**src/bwps_regs.vh**
```
// Register map, field positions and timing constants for boot and wake pin signaling
// Notes on behaviour
// - Boot disable clear: raise boot pulse on the pin the routing bit selects.
// - Boot interrupt is a pulse whose active level follows the polarity setting.
// - Boot disable set: no boot pulse on either interrupt pin.
// - Strap low: pulse the selected pin for the short boot time after boot.
// - Strap high: ignore disable, force second pin, drive low for long time.
// - Boot disable survives soft reset; cleared by power loss or deep power-down.
// - Awake output enable clear: active power state shown on no pin.
// - Awake enabled and state 01b: hold selected pin at active level.
// - Leaving active state: selected awake pin goes to inverse level.
// - Strap high: second pin carries only the boot pulse, others ignored.
// - Boot routing bit: clear selects first pin, set selects second pin.
// - Awake routing bit: clear selects first pin, set selects second pin.
`ifndef BWPS_REGS_VH
`define BWPS_REGS_VH
`define BWPS_ADDR_W 8
`define BWPS_ADDR_INT_EN 8'h20
`define BWPS_ADDR_PIN_SEL 8'h21
`define BWPS_ADDR_CTRL 8'h22
`define BWPS_ADDR_STATUS 8'h23
`define BWPS_BIT_AWAKE_EN 0
`define BWPS_BIT_BOOT_EVENT_DISABLE 1
`define BWPS_BIT_AWAKE_ROUTE 0
`define BWPS_BIT_BOOT_ROUTE 1
`define BWPS_BIT_POL 0
`define BWPS_BIT_SOFT_RST 1
`define BWPS_BIT_DEEP_PD 2
`define BWPS_BIT_BOOT_DONE 3
`define BWPS_INT_EN_RST 8'h00
`define BWPS_INT_EN_RST_STRAP 8'h20
`define BWPS_PIN_SEL_RST 8'h00
`define BWPS_BOOT_EVENT_DISABLE_MASK 8'h02
`define BWPS_US_PER_MS 1000
`define BWPS_STATE_AWAKE 2'h1
`define BWPS_CLK_MHZ 100
`define BWPS_SHORT_US 10
`define BWPS_LONG_MS 5
`endif

```
**src/bwps_pulse_timer.v**
```verilog
// Down counter that stretches a start strobe into a pulse of fixed length
`timescale 1ns/1ps
`default_nettype none
module bwps_pulse_timer #(
  parameter CNT_W = 20
) (
  // Clock and control
  input wire sys_clk_i,
  input wire rst_i,
  input wire ce_i,
  input wire start_i,
  input wire abort_i,
  input wire [CNT_W-1:0] len_i,
  // Status
  output reg busy_o
);
  reg [CNT_W-1:0] cnt;

  always @(posedge sys_clk_i) begin
    if (rst_i) begin
      cnt <= {CNT_W{1'b0}};
      busy_o <= 1'b0;
    end else if (ce_i) begin
      if (abort_i) begin
        cnt <= {CNT_W{1'b0}};
        busy_o <= 1'b0;
      end else if (start_i) begin
        cnt <= len_i - {{(CNT_W-1){1'b0}}, 1'b1};
        busy_o <= 1'b1;
      end else if (busy_o) begin
        if (cnt == {CNT_W{1'b0}}) begin
          busy_o <= 1'b0;
        end else begin
          cnt <= cnt - {{(CNT_W-1){1'b0}}, 1'b1};
        end
      end
    end
  end
endmodule // bwps_pulse_timer
`default_nettype wire

```
**src/bwps_top.v**
```verilog
// Boot-complete pulse and awake-state level drivers for two interrupt pins
`timescale 1ns/1ps
`default_nettype none
`include "bwps_regs.vh"
module bwps_top #(
  parameter CNT_W = 20,
  parameter SHORT_CYC = `BWPS_SHORT_US * `BWPS_CLK_MHZ,
  parameter LONG_CYC = `BWPS_LONG_MS * `BWPS_US_PER_MS * `BWPS_CLK_MHZ
) (
  // Clock, reset, enable
  input wire sys_clk_i,
  input wire rst_i,
  input wire ce_i,
  // Pins and state from the rest of the device
  input wire boot_strap_select_i,
  input wire [1:0] sys_state_i,
  input wire other_irq1_i,
  input wire other_irq2_i,
  // Register port
  input wire [`BWPS_ADDR_W-1:0] addr_i,
  input wire [7:0] wdata_i,
  input wire wr_i,
  input wire rd_i,
  output reg [7:0] rdata_o,
  // Interrupt pins; only the second pin is open-drain, when strap is high
  output reg first_interrupt_pin_o,
  output reg first_interrupt_pin_oe_o,
  output reg second_interrupt_pin_o,
  output reg second_interrupt_pin_oe_o
);
  localparam ST_IDLE = 3'b001;
  localparam ST_PULSE = 3'b010;
  localparam ST_DONE = 3'b100;

  // Strap synchroniser; meta read only by the second stage
  reg strap_meta;
  reg strap_sync;
  reg strap;
  reg boot_req;
  reg [7:0] int_en;
  reg [7:0] pin_sel;
  reg interrupt_polarity;
  reg [2:0] state;
  reg [2:0] next_state;
  reg next_first;
  reg next_second;
  reg next_first_oe;
  reg next_second_oe;
  wire busy;
  wire soft_rst;
  wire deep_pd;
  wire boot_done;
  wire boot_event_disable;
  wire awake_en;
  wire boot_active;
  wire boot_route;
  wire awake_route;
  wire awake_level;
  wire pulse_lvl;
  wire [CNT_W-1:0] pulse_len;

  function [7:0] rd_mux;
    input [`BWPS_ADDR_W-1:0] a;
    input [7:0] ie;
    input [7:0] ps;
    input [7:0] ct;
    input [7:0] st;
    begin
      case (a)
        `BWPS_ADDR_INT_EN: rd_mux = ie;
        `BWPS_ADDR_PIN_SEL: rd_mux = ps;
        `BWPS_ADDR_CTRL: rd_mux = ct;
        `BWPS_ADDR_STATUS: rd_mux = st;
        default: rd_mux = 8'h00;
      endcase
    end
  endfunction

  assign soft_rst = wr_i && (addr_i == `BWPS_ADDR_CTRL) && wdata_i[`BWPS_BIT_SOFT_RST];
  assign deep_pd = wr_i && (addr_i == `BWPS_ADDR_CTRL) && wdata_i[`BWPS_BIT_DEEP_PD];
  assign boot_done = wr_i && (addr_i == `BWPS_ADDR_CTRL) && wdata_i[`BWPS_BIT_BOOT_DONE];
  assign boot_event_disable = int_en[`BWPS_BIT_BOOT_EVENT_DISABLE] && !strap;
  assign awake_en = int_en[`BWPS_BIT_AWAKE_EN];
  assign boot_route = strap | pin_sel[`BWPS_BIT_BOOT_ROUTE];
  assign awake_route = pin_sel[`BWPS_BIT_AWAKE_ROUTE];
  assign boot_active = (state == ST_PULSE) && busy;
  assign awake_level = (sys_state_i == `BWPS_STATE_AWAKE);
  assign pulse_lvl = strap ? 1'b0 : interrupt_polarity;
  assign pulse_len = strap ? LONG_CYC[CNT_W-1:0] : SHORT_CYC[CNT_W-1:0];

  always @(posedge sys_clk_i) begin
    if (rst_i) begin
      strap_meta <= 1'b0;
      strap_sync <= 1'b0;
    end else if (ce_i) begin
      strap_meta <= boot_strap_select_i;
      strap_sync <= strap_meta;
    end
  end

  // Registers; boot disable kept across soft reset
  always @(posedge sys_clk_i) begin
    if (rst_i) begin
      int_en <= `BWPS_INT_EN_RST;
      pin_sel <= `BWPS_PIN_SEL_RST;
      interrupt_polarity <= 1'b0;
      strap <= 1'b0;
      boot_req <= 1'b1;
      rdata_o <= 8'h00;
    end else if (ce_i) begin
      rdata_o <= rd_i ? rd_mux(addr_i, int_en, pin_sel, {7'h00, interrupt_polarity},
                               {3'h0, strap, 2'h0, sys_state_i}) : 8'h00;
      if (boot_req) begin
        strap <= strap_sync;
        if (strap_sync) begin
          int_en <= `BWPS_INT_EN_RST_STRAP | (int_en & `BWPS_BOOT_EVENT_DISABLE_MASK);
        end
      end
      if (soft_rst) begin
        int_en <= `BWPS_INT_EN_RST | (int_en & `BWPS_BOOT_EVENT_DISABLE_MASK);
        pin_sel <= `BWPS_PIN_SEL_RST;
        interrupt_polarity <= 1'b0;
        boot_req <= 1'b1;
      end else if (deep_pd) begin
        int_en <= `BWPS_INT_EN_RST;
        interrupt_polarity <= wdata_i[`BWPS_BIT_POL];
      end else if (wr_i && addr_i == `BWPS_ADDR_INT_EN) begin
        int_en <= wdata_i;
      end else if (wr_i && addr_i == `BWPS_ADDR_PIN_SEL) begin
        pin_sel <= wdata_i;
      end else if (wr_i && addr_i == `BWPS_ADDR_CTRL) begin
        interrupt_polarity <= wdata_i[`BWPS_BIT_POL];
      end
      if (boot_done && !soft_rst) begin
        boot_req <= 1'b0;
      end
    end
  end

  // Boot sequence
  always @* begin
    next_state = state;
    case (state)
      ST_IDLE: begin
        if (boot_done && !soft_rst) begin
          next_state = boot_event_disable ? ST_DONE : ST_PULSE;
        end
      end
      ST_PULSE: begin
        if (!busy) begin
          next_state = ST_DONE;
        end
      end
      ST_DONE: next_state = ST_DONE;
      default: next_state = ST_IDLE;
    endcase
    if (soft_rst) begin
      next_state = ST_IDLE;
    end
  end

  always @(posedge sys_clk_i) begin
    if (rst_i) begin
      state <= ST_IDLE;
    end else if (ce_i) begin
      state <= next_state;
    end
  end

  bwps_pulse_timer #(
    .CNT_W(CNT_W)
  ) u_timer (
    .sys_clk_i(sys_clk_i),
    .rst_i(rst_i),
    .ce_i(ce_i),
    .start_i((state == ST_IDLE) && (next_state == ST_PULSE)),
    .abort_i(soft_rst),
    .len_i(pulse_len),
    .busy_o(busy)
  );

  // Pin drive: boot pulse wins over awake level on the same pin
  always @* begin
    next_first = other_irq1_i ? interrupt_polarity : !interrupt_polarity;
    next_second = other_irq2_i ? interrupt_polarity : !interrupt_polarity;
    next_first_oe = 1'b1;
    next_second_oe = 1'b1;
    if (awake_en) begin
      if (awake_route) begin
        next_second = awake_level ? interrupt_polarity : !interrupt_polarity;
      end else begin
        next_first = awake_level ? interrupt_polarity : !interrupt_polarity;
      end
    end
    if (strap) begin
      next_second = 1'b1;
      next_second_oe = 1'b0;
    end
    if (boot_active) begin
      if (boot_route) begin
        next_second = pulse_lvl;
        next_second_oe = 1'b1;
      end else begin
        next_first = pulse_lvl;
      end
    end
  end

  always @(posedge sys_clk_i) begin
    if (rst_i) begin
      first_interrupt_pin_o <= 1'b1;
      first_interrupt_pin_oe_o <= 1'b0;
      second_interrupt_pin_o <= 1'b1;
      second_interrupt_pin_oe_o <= 1'b0;
    end else if (ce_i) begin
      first_interrupt_pin_o <= next_first;
      first_interrupt_pin_oe_o <= next_first_oe;
      second_interrupt_pin_o <= next_second;
      second_interrupt_pin_oe_o <= next_second_oe;
    end
  end
endmodule // bwps_top
`default_nettype wire

```
**config.mk**
```make
export PLATFORM = sky130hd
export DESIGN_NAME = bwps_top
export DESIGN_NICKNAME = d
export VERILOG_FILES = /design/src/bwps_pulse_timer.v /design/src/bwps_top.v
export VERILOG_INCLUDE_DIRS = /design/src
export SDC_FILE = /design/constraint.sdc
export NUM_CORES = 1
export LEC_CHECK = 0
export ABC_AREA = 1
export BUFFER_PORTS_ARGS = -buffer_cell sky130_fd_sc_hd__buf_2
export CAP_MARGIN = 10
export CORE_AREA = 3 3 93 104
export CTS_CLUSTER_SIZE = 10
export DETAILED_ROUTE_END_ITERATION = 16
export DIE_AREA = 0 0 96 107
export PLACE_DENSITY = 0.69
export SLEW_MARGIN = 20
export SYNTH_ARGS = -nofsm -noshare
export SYNTH_HDL_FRONTEND = slang
export SYNTH_HIERARCHICAL = 1
export SYNTH_SLANG_ARGS = --single-unit
```
**constraint.sdc**
```tcl
create_clock -name sys_clk_i -period 7.28 [get_ports sys_clk_i]
set_input_delay 1.456 -clock sys_clk_i [delete_from_list [all_inputs] [get_ports sys_clk_i]]
set_output_delay 1.456 -clock sys_clk_i [all_outputs]
set_load 0.01 [all_outputs]
```
==> results.sh <==
export IMPL_synth_edff_count=0
export IMPL_cp_data_required_time_ps=7550
export IMPL_layout_cells_non_filler=784
export IMPL_worst_skew_pair_late_latency_ps=350
export IMPL_drt_antenna_violating_nets=0
export IMPL_min_path_type="reg2reg"
export IMPL_ir_drop_mv=0.1126
export IMPL_die_h_um=107
export IMPL_clock_root_buffer="clkbuf_8"
export IMPL_routedWlPerCell_um=12.89
export IMPL_ys_ff_latch=57
export IMPL_yosys_top_cells_area="dfxtp_1 29%, nand2_1 21%, nand3_1 7.1%"
export IMPL_cts_buffer_depth=2
export IMPL_cap_viol_max_count=0
export IMPL_wl_met3_um=425
export IMPL_clk_pin_slew_ps=80
export IMPL_yosys_warnings=6
export IMPL_finalSetupTns_ps=0
export IMPL_route_met2_wl_um=5191
export IMPL_syn_area_um2=3872
export IMPL_fin_skew_ps=10.61
export IMPL_drive_gt1_share_pct=16.42
export IMPL_setup_viol=0
export IMPL_rows=36
export IMPL_port_buffer_count=37
export IMPL_die_area_um2=10270
export IMPL_syn_avg_cell_area_um2=6.216
export IMPL_drtPass1Iterations=4
export IMPL_post_route_period_util_pct=52.07
export IMPL_ctsHoldBuffers=0
export IMPL_crit_fanout=37
export IMPL_start_util_pct=44.09
export IMPL_ys_flop_type="dfxtp_1"
export IMPL_via_per_inst=4.973
export IMPL_top_layer="met4"
export IMPL_rsz0062_at_grt="false"
export IMPL_yosysMostFrequentCell="nand2_1"
export IMPL_placed_area_um2=4118
export IMPL_synthArstFlopShare_pct=0
export IMPL_tightest_slew_ps=850.4
export IMPL_arrival_ps=4060
export IMPL_antenna_found_initial=0
export IMPL_cp_startpoint="addr_i[4]"
export IMPL_report_final_slew_viol_count=0
export IMPL_gp_congestion=0.8754
export IMPL_grt_pass1_vias=3653
export IMPL_worstSetupPathType="in2reg"
export IMPL_slew_headroom_pct=43.30
export IMPL_leakagePower_nw=2.075
export IMPL_synth_cell_types=39
export IMPL_route_detailed_drc=0
export IMPL_diodes=0
export IMPL_vias=3899
export IMPL_stdcell_area_um2=4358
export IMPL_syn2layout_area_growth_pct=12.54
export IMPL_netlist_instances=623
export IMPL_met1_length_um=4207
export IMPL_grt_pass1_wl_um=17130
export IMPL_post_cts_resized=0
export IMPL_dr_first_iter_drc_count=157
export IMPL_status="complete, no violations"
export IMPL_synth_common_cells="213 x nand2_1, 60 x inv_1, 59 x nor2_1, 57 x dfxtp_1, 55 x nand3_1"
export IMPL_post_cts_buffers=0
export IMPL_cts_inserted_buffers=9
export IMPL_placedCellCount=768
export IMPL_worstHoldStart="rdata_o[3]"
export IMPL_yosys_area_top_type_share_pct=29.47
export IMPL_start_kind="primary input"
export IMPL_routed_wl_um=10100
export IMPL_timing_rr_start="strap"
export IMPL_place_hpwl_um=7148
export IMPL_seq_area_frac_synth_pct=29.47
export IMPL_cts_tree="built"
export IMPL_powerDensity_nw_per_um2=170.5
export IMPL_cts_sinks=57
export IMPL_dieWidth_um=96
export IMPL_fmax_mhz=263.8
export IMPL_gr_total_overflow=0
export IMPL_worst_setup_path_end_kind="flop"
export IMPL_ios=38
export IMPL_finalCriticalPeriod_ps=3791
export IMPL_nets=692
export IMPL_hold_viol_final=0
export IMPL_synth_area_leader_cell="dfxtp_1"
export IMPL_grt_max_degree=44
export IMPL_core_um2=8783
export IMPL_track_usage_pct=21.28
export IMPL_cts_max_level=3
[through the flow]
step | setup WS, ps | hold slack, ps | total power [W] | utilization [%]
floorplan | 3862 | 449.5 | 0.0003647 | -
global placement | 3252 | 442.1 | 0.0003820 | 46.88
detailed placement | 3171 | 456.4 | 0.0003830 | 46.88
CTS | 3528 | 468.6 | 0.0007503 | 49.62
global route | 3236 | 495.1 | 0.0007726 | 49.62
finish | 3489 | 464.8 | 0.0007431 | 49.62
[layout by cell type (no fill, tap or decap), types with 3 or more instances in the layout]
cell / count
inv_1: 60
nand2_1: 213
buf_2: 37
nand2_2: 12
nor2_1: 59
o21ai_1: 6
nand2_4: 7
o21ai_0: 17
nand4_1: 7
nor3_1: 3
conb_1: 16
inv_2: 5
a21oi_1: 53
nor2_8: 3
clkbuf_8: 9
clkinv_2: 3
dfxtp_1: 57
nand3_1: 55
nor2_4: 7
xor2_1: 6
bufinv_16: 3
nor2_2: 7
[cell type report]
type                    instances  area [um^2]
well taps                     114        142.6
repair buffers                 39        200.2
inverters                      68        261.5
flip-flops and latches         57         1141
fillers                       910         4425
multi-input cells             490         2372
clock inverters                 7        116.4
clock buffers                   9        123.9
[final timing paths]
kind                                         to  slack (ps)  depth (start not counted)
worst min-delay path                 rdata_o[3]         460                          2
worst max register to register  u_timer/cnt[17]        4470                         10
worst max-delay path            u_timer/cnt[17]        3490                         14
worst min register to register       rdata_o[3]         460                          2
[critical path, stage by stage]
cell and delay [ps]:
buf_2 110, inv_1 50, nand2_1 70, nor2_4 190, nand2_4 90, nor2_8 130, nand4_1 110, inv_1 70
buf_4 350, inv_4 210, a21oi_1 650, buf_4 330, nand3_1 90, a21oi_1 130
[cells by family after synthesis]
kind of cell             synth area share [%]
AO/OA/AOI/OAI                           11.89
XOR/XNOR                                1.583
other                                  0.1939
flip-flops                              29.47
buffers and inverters                   10.63
AND/OR/NAND/NOR                         45.91
adder cells (fa/ha/maj)                0.3231
[flip-flops by register name (all words and copies together) (netlist names)]
name	count
u_timer/cnt	20
int_en	8
pin_sel	8
rdata_o	8
state	3
boot_req	1
first_interrupt_pin_o	1
first_interrupt_pin_oe_o	1
interrupt_polarity	1
second_interrupt_pin_o	1
second_interrupt_pin_oe_o	1
strap	1
strap_meta	1
strap_sync	1
u_timer/busy_o	1
[metal layers]
metal / up-vias / GRT usage [%]
met5: - / 0
met4: 0 / 9.959
met3: 23 / 3.088
met2: 94 / 37.44
met1: 1748 / 24.81
li1: 2034 / -
[report_power, final]
group | switching, W | total [W] | internal, W
combinational | 0.0000382 | 0.0000554 | 0.0000172
sequential | 0.00000380 | 0.000321 | 0.000317
clock | 0.000139 | 0.000367 | 0.000227
total | 0.000181 | 0.000743 | 0.000562
Note: power is estimated with default switching activity, not from simulation.
